**src/verilog/sip_pkg.sv**
```systemverilog
// Functional notes
// a cleared stop keep-alive bit (interval timer 0 at bit 12, timer B 3..0 at bits 7..4, timer A 3..0 at bits 3..0) stops that clock in Stop mode.
// a set stop keep-alive bit keeps the clock running in Stop mode only while the matching clock-enable bit is also set.
// software writes zero to bits 11-8 of the stop keep-alive register and bits 15-4 of the protection register.
// in short-address mode the address is the 18 window bits above the 6 offset bits from the instruction, a 64-word window.
// the high short-address register holds address bits 23:22 in its bits 1:0.
// bits 15:2 of the high short-address register read zero and ignore writes.
// the low short-address register is a full 16-bit field holding address bits 21:6.
// after reset the high field is all ones and the low register is all ones.
// software waits five instruction cycles after changing the window before using it.
// an active clock guard (bits 3:2) write-protects clock-enable, stop keep-alive and clock-rate fields.
// a guard field reads 00 off, 01 on, 10 off and locked, 11 on and locked.
// both guard fields reset to 00.
// an unlocked guard may be rewritten freely; a locked one changes only at reset.
// an active mux guard (bits 1:0) write-protects pin and internal select, pin enable, push-pull and drive registers.
// the mux guard also protects the test-only pulse fields of the clock output control.
// a write to a guarded field is dropped silently and still answers OKAY.
// the stop keep-alive register sits at index 0xF and resets to zero.
package sip_pkg;
    localparam int          IDX_W           = 6;
    localparam logic [5:0]  IDX_STOP_KEEP_1 = 6'h0F;
    localparam logic [5:0]  IDX_SHORT_HI    = 6'h10;
    localparam logic [5:0]  IDX_SHORT_LO    = 6'h11;
    localparam logic [5:0]  IDX_WR_PROT     = 6'h12;

    localparam logic [15:0] STOP_KEEP_MASK  = 16'h10FF;
    localparam logic [15:0] STOP_KEEP_RST   = 16'h0000;
    localparam int          BIT_INTERVAL_T0 = 12;
    localparam logic [1:0]  SHORT_HI_RST    = 2'h3;
    localparam logic [15:0] SHORT_LO_RST    = 16'hFFFF;
    localparam int          OFFSET_W        = 6;

    localparam int          CLK_GUARD_LSB   = 2;
    localparam int          MUX_GUARD_LSB   = 0;
    localparam logic [1:0]  GUARD_RST       = 2'h0;
    localparam int          GUARD_ON_BIT    = 0;
    localparam int          GUARD_LOCK_BIT  = 1;

    localparam logic [1:0]  RESP_OKAY       = 2'h0;
    localparam logic [1:0]  RESP_SLVERR     = 2'h2;
endpackage

```
**src/verilog/sip_regs.sv**
```systemverilog
// Our own choice: register access over AXI4-Lite.
`timescale 1ns/1ps
`default_nettype none
module sip_regs #(
    parameter int ADDR_W = 8
) (
    input  wire logic              aclk,
    input  wire logic              aresetn,
    input  wire logic [ADDR_W-1:0] awaddr,
    input  wire logic [2:0]        awprot,
    input  wire logic              awvalid,
    output logic                   awready,
    input  wire logic [31:0]       wdata,
    input  wire logic [3:0]        wstrb,
    input  wire logic              wvalid,
    output logic                   wready,
    output logic [1:0]             bresp,
    output logic                   bvalid,
    input  wire logic              bready,
    input  wire logic [ADDR_W-1:0] araddr,
    input  wire logic [2:0]        arprot,
    input  wire logic              arvalid,
    output logic                   arready,
    output logic [31:0]            rdata,
    output logic [1:0]             rresp,
    output logic                   rvalid,
    input  wire logic              rready,
    input  wire logic              stop_mode,
    input  wire logic [15:0]       periph_clock_enable_1,
    input  wire logic [sip_pkg::OFFSET_W-1:0] short_offset,
    output logic [15:0]            periph_stop_clock,
    output logic [23:0]            short_eff_addr,
    output logic [17:0]            short_window_base,
    output logic [1:0]             clock_ctrl_guard,
    output logic [1:0]             mux_ctrl_guard
);
    import sip_pkg::*;

    // write channel holding registers
    logic [IDX_W-1:0] aw_idx_q;
    logic             aw_full_q;
    logic             w_full_q;
    logic [15:0]      w_data_q;
    logic [1:0]       w_strb_q;
    logic             awready_q;
    logic             wready_q;
    logic             bvalid_q;
    logic [1:0]       bresp_q;
    // read channel
    logic             arready_q;
    logic             rvalid_q;
    logic [31:0]      rdata_q;
    logic [1:0]       rresp_q;
    // register state
    logic [15:0]      stop_keep_q;
    logic [1:0]       short_hi_q;
    logic [15:0]      short_lo_q;
    logic [15:0]      stop_clk_q;
    logic [23:0]      eff_addr_q;
    logic [1:0]       clk_guard_q;
    logic [1:0]       mux_guard_q;

    // ---------------- write decode ----------------
    wire aw_take  = awvalid && awready_q;
    wire w_take   = wvalid && wready_q;
    wire do_write = aw_full_q && w_full_q && !bvalid_q;

    wire hit_keep = (aw_idx_q == IDX_STOP_KEEP_1);
    wire hit_hi   = (aw_idx_q == IDX_SHORT_HI);
    wire hit_lo   = (aw_idx_q == IDX_SHORT_LO);
    wire hit_prot = (aw_idx_q == IDX_WR_PROT);
    wire wr_hit   = hit_keep || hit_hi || hit_lo || hit_prot;

    wire [15:0] byte_mask = {{8{w_strb_q[1]}}, {8{w_strb_q[0]}}};

    // guarded write is dropped but still answered normally
    wire clk_guard_on = clk_guard_q[GUARD_ON_BIT];
    wire wr_keep_en   = do_write && hit_keep && !clk_guard_on;
    wire wr_hi_en     = do_write && hit_hi && w_strb_q[0];
    wire wr_lo_en     = do_write && hit_lo;
    wire wr_prot_en   = do_write && hit_prot && w_strb_q[0];

    wire [15:0] stop_keep_d =
        ((stop_keep_q & ~byte_mask) | (w_data_q & byte_mask))
        & STOP_KEEP_MASK;
    wire [15:0] short_lo_d =
        (short_lo_q & ~byte_mask) | (w_data_q & byte_mask);
    // only the two field bits are stored; upper bits fall away
    wire [1:0]  short_hi_d = w_data_q[1:0];

    wire [1:0] clk_guard_wr = w_data_q[CLK_GUARD_LSB +: 2];
    wire [1:0] mux_guard_wr = w_data_q[MUX_GUARD_LSB +: 2];

    wire [1:0] bresp_d = wr_hit ? RESP_OKAY : RESP_SLVERR;

    always_ff @(posedge aclk) begin
        if (!aresetn) begin
            aw_full_q <= 1'b0;
            awready_q <= 1'b1;
            aw_idx_q  <= '0;
        end else if (aw_take) begin
            aw_full_q <= 1'b1;
            awready_q <= 1'b0;
            aw_idx_q  <= awaddr[IDX_W+1:2];
        end else if (bvalid_q && bready) begin
            aw_full_q <= 1'b0;
            awready_q <= 1'b1;
        end
    end

    always_ff @(posedge aclk) begin
        if (!aresetn) begin
            w_full_q <= 1'b0;
            wready_q <= 1'b1;
            w_data_q <= '0;
            w_strb_q <= '0;
        end else if (w_take) begin
            w_full_q <= 1'b1;
            wready_q <= 1'b0;
            w_data_q <= wdata[15:0];
            w_strb_q <= wstrb[1:0];
        end else if (bvalid_q && bready) begin
            w_full_q <= 1'b0;
            wready_q <= 1'b1;
        end
    end

    always_ff @(posedge aclk) begin
        if (!aresetn) begin
            bvalid_q <= 1'b0;
            bresp_q  <= RESP_OKAY;
        end else if (do_write) begin
            bvalid_q <= 1'b1;
            bresp_q  <= bresp_d;
        end else if (bready) begin
            bvalid_q <= 1'b0;
        end
    end

    // ---------------- register storage ----------------
    always_ff @(posedge aclk) begin
        if (!aresetn) begin
            stop_keep_q <= STOP_KEEP_RST;
            short_hi_q  <= SHORT_HI_RST;
            short_lo_q  <= SHORT_LO_RST;
        end else begin
            if (wr_keep_en) begin
                stop_keep_q <= stop_keep_d;
            end
            if (wr_hi_en) begin
                short_hi_q <= short_hi_d;
            end
            if (wr_lo_en) begin
                short_lo_q <= short_lo_d;
            end
        end
    end

    sip_guard_field u_clk_guard (
        .aclk    (aclk),
        .aresetn (aresetn),
        .wr_en   (wr_prot_en),
        .wr_val  (clk_guard_wr),
        .field_q (clk_guard_q)
    );

    sip_guard_field u_mux_guard (
        .aclk    (aclk),
        .aresetn (aresetn),
        .wr_en   (wr_prot_en),
        .wr_val  (mux_guard_wr),
        .field_q (mux_guard_q)
    );

    // ---------------- derived outputs ----------------
    // the keep-alive only extends a clock that is already enabled
    wire [15:0] stop_clk_d = periph_clock_enable_1
        & ({16{~stop_mode}} | stop_keep_q);

    always_ff @(posedge aclk) begin
        if (!aresetn) begin
            stop_clk_q <= '0;
            eff_addr_q <= '0;
        end else begin
            stop_clk_q <= stop_clk_d;
            eff_addr_q <= {short_hi_q, short_lo_q, short_offset};
        end
    end

    // ---------------- read path ----------------
    wire              ar_take = arvalid && arready_q;
    wire [IDX_W-1:0]  ar_idx  = araddr[IDX_W+1:2];
    wire rd_keep = (ar_idx == IDX_STOP_KEEP_1);
    wire rd_hi   = (ar_idx == IDX_SHORT_HI);
    wire rd_lo   = (ar_idx == IDX_SHORT_LO);
    wire rd_prot = (ar_idx == IDX_WR_PROT);
    wire rd_hit  = rd_keep || rd_hi || rd_lo || rd_prot;

    wire [15:0] prot_rd = {12'h000, clk_guard_q, mux_guard_q};
    wire [15:0] rd_val  =
        rd_keep ? stop_keep_q :
        rd_hi   ? {14'h0000, short_hi_q} :
        rd_lo   ? short_lo_q :
        rd_prot ? prot_rd : 16'h0000;

    always_ff @(posedge aclk) begin
        if (!aresetn) begin
            arready_q <= 1'b1;
            rvalid_q  <= 1'b0;
            rdata_q   <= '0;
            rresp_q   <= RESP_OKAY;
        end else if (ar_take) begin
            arready_q <= 1'b0;
            rvalid_q  <= 1'b1;
            rdata_q   <= {16'h0000, rd_val};
            rresp_q   <= rd_hit ? RESP_OKAY : RESP_SLVERR;
        end else if (rvalid_q && rready) begin
            arready_q <= 1'b1;
            rvalid_q  <= 1'b0;
        end
    end

    assign awready           = awready_q;
    assign wready            = wready_q;
    assign bvalid            = bvalid_q;
    assign bresp             = bresp_q;
    assign arready           = arready_q;
    assign rvalid            = rvalid_q;
    assign rdata             = rdata_q;
    assign rresp             = rresp_q;
    assign periph_stop_clock = stop_clk_q;
    assign short_eff_addr    = eff_addr_q;
    assign short_window_base = {short_hi_q, short_lo_q};
    // active bits guard the clock-enable, clock-rate, mux and test pulse fields outside
    assign clock_ctrl_guard  = clk_guard_q;
    assign mux_ctrl_guard    = mux_guard_q;
endmodule // sip_regs
`default_nettype wire

```
**src/verilog/sip_guard_field.sv**
```systemverilog
`timescale 1ns/1ps
`default_nettype none
module sip_guard_field (
    input  wire logic       aclk,
    input  wire logic       aresetn,
    input  wire logic       wr_en,
    input  wire logic [1:0] wr_val,
    output logic      [1:0] field_q
);
    import sip_pkg::*;

    wire unlocked = ~field_q[GUARD_LOCK_BIT];

    always_ff @(posedge aclk) begin
        if (!aresetn) begin
            field_q <= GUARD_RST;
        end else if (wr_en && unlocked) begin
            field_q <= wr_val;
        end
    end
endmodule // sip_guard_field
`default_nettype wire

```
**config.mk**
```make
export PLATFORM = sky130hd
export DESIGN_NAME = sip_regs
export DESIGN_NICKNAME = d
export VERILOG_FILES = /design/src/verilog/sip_pkg.sv /design/src/verilog/sip_regs.sv /design/src/verilog/sip_guard_field.sv
export SDC_FILE = /design/constraint.sdc
export NUM_CORES = 1
export LEC_CHECK = 0
export CORE_ASPECT_RATIO = 2
export CORE_MARGIN = 3
export CORE_UTILIZATION = 65
export CTS_CLUSTER_SIZE = 40
export DETAILED_ROUTE_END_ITERATION = 7
export DONT_BUFFER_PORTS = 1
export GPL_TIMING_DRIVEN = 0
export PLACE_DENSITY = 0.81
export SLEW_MARGIN = 20
export SYNTH_ARGS = -nofsm -noshare
export SYNTH_HDL_FRONTEND = slang
export SYNTH_SLANG_ARGS = --single-unit
```
**constraint.sdc**
```tcl
create_clock -name aclk -period 4.03 [get_ports aclk]
set_clock_uncertainty 0.2 [all_clocks]
set_input_delay 0.2015 -clock aclk [delete_from_list [all_inputs] [get_ports aclk]]
set_output_delay 0.2015 -clock aclk [all_outputs]
set_load 0.005 [all_outputs]
```
# Yosys cells after proc, flatten, opt, wreduce, memory -nomap -nowiden
# Index checks and enable logic that the tools add are counted.
# W data, S select, Z words.
word_totals:
  latchBits: 0
  ram_bits: 0
  inputBits: 88
  reg_bits: 122
  output_inout_bits: 103
  mem_bits_ro: 0
  memories: 0
classes:
  n_addsub: 0
  eq_ne: 8
  shift: 0
  n_reduce_logical: 28
  mux: 18
  div_mod_pow: 0
  mul: 0
  magnitude_cmp: 0
  bitwise_logic: 11
ops:
  columns: ["cell", "count"]
  rows:
  - ["$and A16 B16 Y16", 3]
  - ["$mux W16", 3]
  - ["$eq A6 B5 Y1 const B", 6]
  - ["$logic_and A1 B1 Y1", 16]
  - ["$not A16 Y16", 1]
  - ["$or A16 B13 Y16", 1]
  - ["$or A16 B16 Y16", 1]
  - ["$and A13 B13 Y13", 1]
  - ["$or A13 B13 Y13", 1]
  - ["$eq A6 B4 Y1 const B", 2]
  - ["$mux W1", 12]
  - ["$reduce_bool A2 Y1", 4]
  - ["$logic_or A1 B1 Y1", 6]
  - ["$mux W2", 2]
  - ["$mux W4", 1]
  - ["$not A1 Y1", 3]
  - ["$logic_not A1 Y1", 2]

# Longest topological paths before layout
logic_depth:
  ltp_word: 5
  mapped_depth: 6

# Modules after synthesis
# From an unflattened synthesis, not the netlist that was laid out.
unflattened:
  hier_cells: 508
  hier_area_um2: 4566.9
modules_own_cells:
  columns: ["module", "cells_per_inst", "instances", "seq_area_each_um2", "area_each_um2"]
  rows:
  - ["sip_regs", 492, 1, 2322.2, 4401.7]
  - ["sip_guard_field", 8, 2, 40.0, 82.6]

# Worst setup path after synthesis
# OpenSTA, ideal clock, no wires.
synth_timing:
  path_type: "register to register"
  startpoint: "register aw_idx_q[5]"
  endpoint: "register with a tool-made name"
  synth_period_minus_slack_ns: 2.097
  arrival_ns: 1.768
  path_stages_with_launch: 6
  setup_ns: 0.129
  setup_slack_ns: 1.933
  cell_sequence: "dfxtp_1 -> or4b_1 -> buf_6 -> nor4_4 -> mux2i_1 -> nand2_1"
synth_lines:
  columns: ["item", "line", "text"]
  rows:
  - ["start: declaration", "sip_regs.sv:40", "logic [IDX_W-1:0] aw_idx_q;"]
  - ["start signal: assignment", "sip_regs.sv:104", "aw_idx_q <= awaddr[IDX_W+1:2];"]

==> metrics.txt <==
maximum root-to-sink buffer count 2; Worst Setup Path Type flop to flop; total inserted antenna cells 0; family with the most delay on the worst path simple AND/OR/NAND/NOR gates; total count of hold-check failures in the final report 3; Post-DP Area about 0.0046 sq mm; critical path launch point type flop; Warnings, synthesis 0; remaining number of nets flagged by the antenna check after routing 0; Post-Synthesis Mean Instance Area between 9 and 10 sq um; largest net degree at the start of global routing 17; r2r worst-path depth 5; worst ir drop on vdd 0.470 mV; library cell contributing the largest single delay on the critical path sky130_fd_sc_hd__nor4_4; combined global-route utilization of all metal layers 0.333; EDFF count, synth 0; Inserted Clock Buffers 17; max-cap violation count 0; initial core utilization 0.686; share of cells above drive strength 1 0.0924; share of flip-flops with an asynchronous set or reset after synthesis 0; via count of the first global-routing pass roughly 3,900; biggest cell delay along the critical path 0.65 ns; largest cells by area after synthesis sky130_fd_sc_hd__dfxtp_1, sky130_fd_sc_hd__mux2i_1, sky130_fd_sc_hd__nand2_1; setup-violating endpoint count in the final report 0; Crit path arrival time about 2.5 ns; highest routing layer actually used met4; count of non-filler cells in the finished layout 649; Final period util 0.592; TritonCTS Sinks 120; count of different cell masters after synthesis 30; final weighted congestion in routability-driven placement ~0.84; number of synthesized register bits 120; most frequent cell after synthesis sky130_fd_sc_hd__dfxtp_1; final critical delay including setup and external delays around 2.4 ns; number of port buffers 0; clock tree root buffer cell sky130_fd_sc_hd__clkbuf_16; final core area utilization 0.910; clk slew on worst S/H paths 0.06 ns; Core ar. 0.00641 sq mm; leakage power of the design 0.00237 uW; clock tree from TritonCTS done; post-synthesis cell type with the largest combined area sky130_fd_sc_hd__dfxtp_1; detailed route wirelength on metal2 about 7 mm; routed wirelength normalized by instance count 20.0 um; worst hold-check slack -0.00596 ns; DRC 0; fin nets 640; class of the most critical hold timing path input port to flop; Slew HR 0.260; data required time at the worst endpoint about 4 ns; area share of the largest cell type after synthesis 0.546; gate count of the mapped netlist 450; top cells by count, synth sky130_fd_sc_hd__dfxtp_1, sky130_fd_sc_hd__nand2_1, sky130_fd_sc_hd__mux2i_1, sky130_fd_sc_hd__and2_1, sky130_fd_sc_hd__a21boi_0; drt first pass iters 5; routed length on met3 1.21 mm; Max H-tree Level 4; areal power density over the cells 512 mW/mm^2; wire length of the first global-routing pass 19.6 mm; transition time of the tightest slew-check pin 1.10 ns; Total Routed Length 13.0 mm; average vias per placed instance ~5.7; kind of end point of the critical path flop; drt initial violations 247; failing checks negative hold slack; die outline area 0.00785 sq mm; maximum clock rate 419 MHz; initial antenna violation count 0; number of instances resized during post-cts repair 0; critical path depth in cells 5; Overall Power around 3000 uW; worst path buffer plus inverter count 1; post-synthesis sequential area ratio 0.546; Top Ports 191; final global-route overflow total 0; DP HPWL 7.46 mm; count of vias placed by the detailed router 3,703; Routed met1 length roughly 4.4 mm; area growth from synthesis to layout 32.6%; final setup TNS 0 ns; height of the chip 122 um; final number of max-transition violations 0; clock latency reported for the late side of the worst-skew pair 0.41 ns; biggest fanout along the worst timing path 8; ordered cell list for the critical path or4b_1, buf_6, nor4_4, mux2i_1, nand2_1; post-placement cell count roughly 550; predominant post-synthesis flop cell sky130_fd_sc_hd__dfxtp_1; number of cells on the worst hold path 2; Fillers 258; Die W 64.2 um; setup repair after global routing missed its margin no; final instance area 0.00583 sq mm; outcome finished, violations left; Site Rows 41; area of the mapped netlist 0.00440 sq mm
[worst paths after layout]
check / startpoint / endpoint / slack, ns
worst max-delay path: aw_idx_q[5] / flop / 1.64
worst min-delay path: aresetn / w_data_q[3] / -0.006
worst max register to register: aw_idx_q[5] / flop / 1.64
worst min register to register: w_data_q[6] / w_data_q[6] / 0.29
[layout make-up]
cell class / instances / area, sq um / area share
timing repair buffer: 66 / 661 / 0.113
buffer: 39 / 223 / 0.0382
clock buffer: 22 / 474 / 0.0813
multi-input combinational: 297 / 1800 / 0.309
clock inverter: 8 / 121 / 0.0208
inverter: 11 / 41.3 / 0.00708
sequential: 120 / 2400 / 0.412
tap: 86 / 108 / 0.0184
[placed cells by master, fill, tap and decap left out, types with 2 or more instances in the layout]
cell	count
sky130_fd_sc_hd__dfxtp_1	120
sky130_fd_sc_hd__nand2_1	95
sky130_fd_sc_hd__dlygate4sd3_1	66
sky130_fd_sc_hd__mux2i_1	36
sky130_fd_sc_hd__and2_1	34
sky130_fd_sc_hd__a21boi_0	29
sky130_fd_sc_hd__clkbuf_1	21
sky130_fd_sc_hd__buf_4	18
sky130_fd_sc_hd__conb_1	18
sky130_fd_sc_hd__clkbuf_16	17
sky130_fd_sc_hd__nor2b_1	16
sky130_fd_sc_hd__a21oi_1	16
sky130_fd_sc_hd__o21ai_0	13
sky130_fd_sc_hd__inv_1	11
sky130_fd_sc_hd__a22o_1	9
sky130_fd_sc_hd__nor2_1	5
sky130_fd_sc_hd__a221oi_1	4
sky130_fd_sc_hd__nor4b_1	3
sky130_fd_sc_hd__nand2b_1	3
sky130_fd_sc_hd__bufinv_16	3
sky130_fd_sc_hd__clkinv_2	3
sky130_fd_sc_hd__clkbuf_8	3
sky130_fd_sc_hd__o2bb2ai_1	2
sky130_fd_sc_hd__nand4_1	2
sky130_fd_sc_hd__nor4_1	2
sky130_fd_sc_hd__nor4_4	2
[layer usage]
layer,GRT usage,up-vias
met4,0.176,0
li1,-,1674
met2,0.605,213
met3,0.134,40
met5,0,-
met1,0.311,1776
[worst register-to-register path, cell delays in order (launching register included)]
cell and delay (ns):
sky130_fd_sc_hd__dfxtp_1 0.32, sky130_fd_sc_hd__or4b_1 0.53, sky130_fd_sc_hd__buf_6 0.16, sky130_fd_sc_hd__nor4_4 0.65
sky130_fd_sc_hd__mux2i_1 0.30, sky130_fd_sc_hd__nand2_1 0.08
[where the power goes]
group	internal, uW	leakage, uW	total, uW	switching, uW
logic	98.4	0.00109	199	101
clock network	1010	0.000292	1520	513
registers	1230	0.000985	1260	32.1
[per-stage QoR]
stage	hold WS, ns	setup slack (ns)
after CTS	0.000179	1.63
after detailed placement	0.122	1.66
after global routing	0.00858	1.53
final	-0.00596	1.64
after floorplan	0.118	1.93
after global placement	0.122	1.70
[cell families after synthesis]
family,count (synthesis),share of synthesized area
and+or+nand+nor,168,0.195
DFF,120,0.546
AOI/OAI and AO/OA,75,0.117
buffers and inverters,50,0.0600
muxes,36,0.0819
other,1,0.000852
[repair_timing]
action / in CTS / in global routing
setup buffers: 0 / 0
endpoints found under the hold margin: 56 / 1
hold buffers: 65 / 1
(Power assumes the default switching activity.)
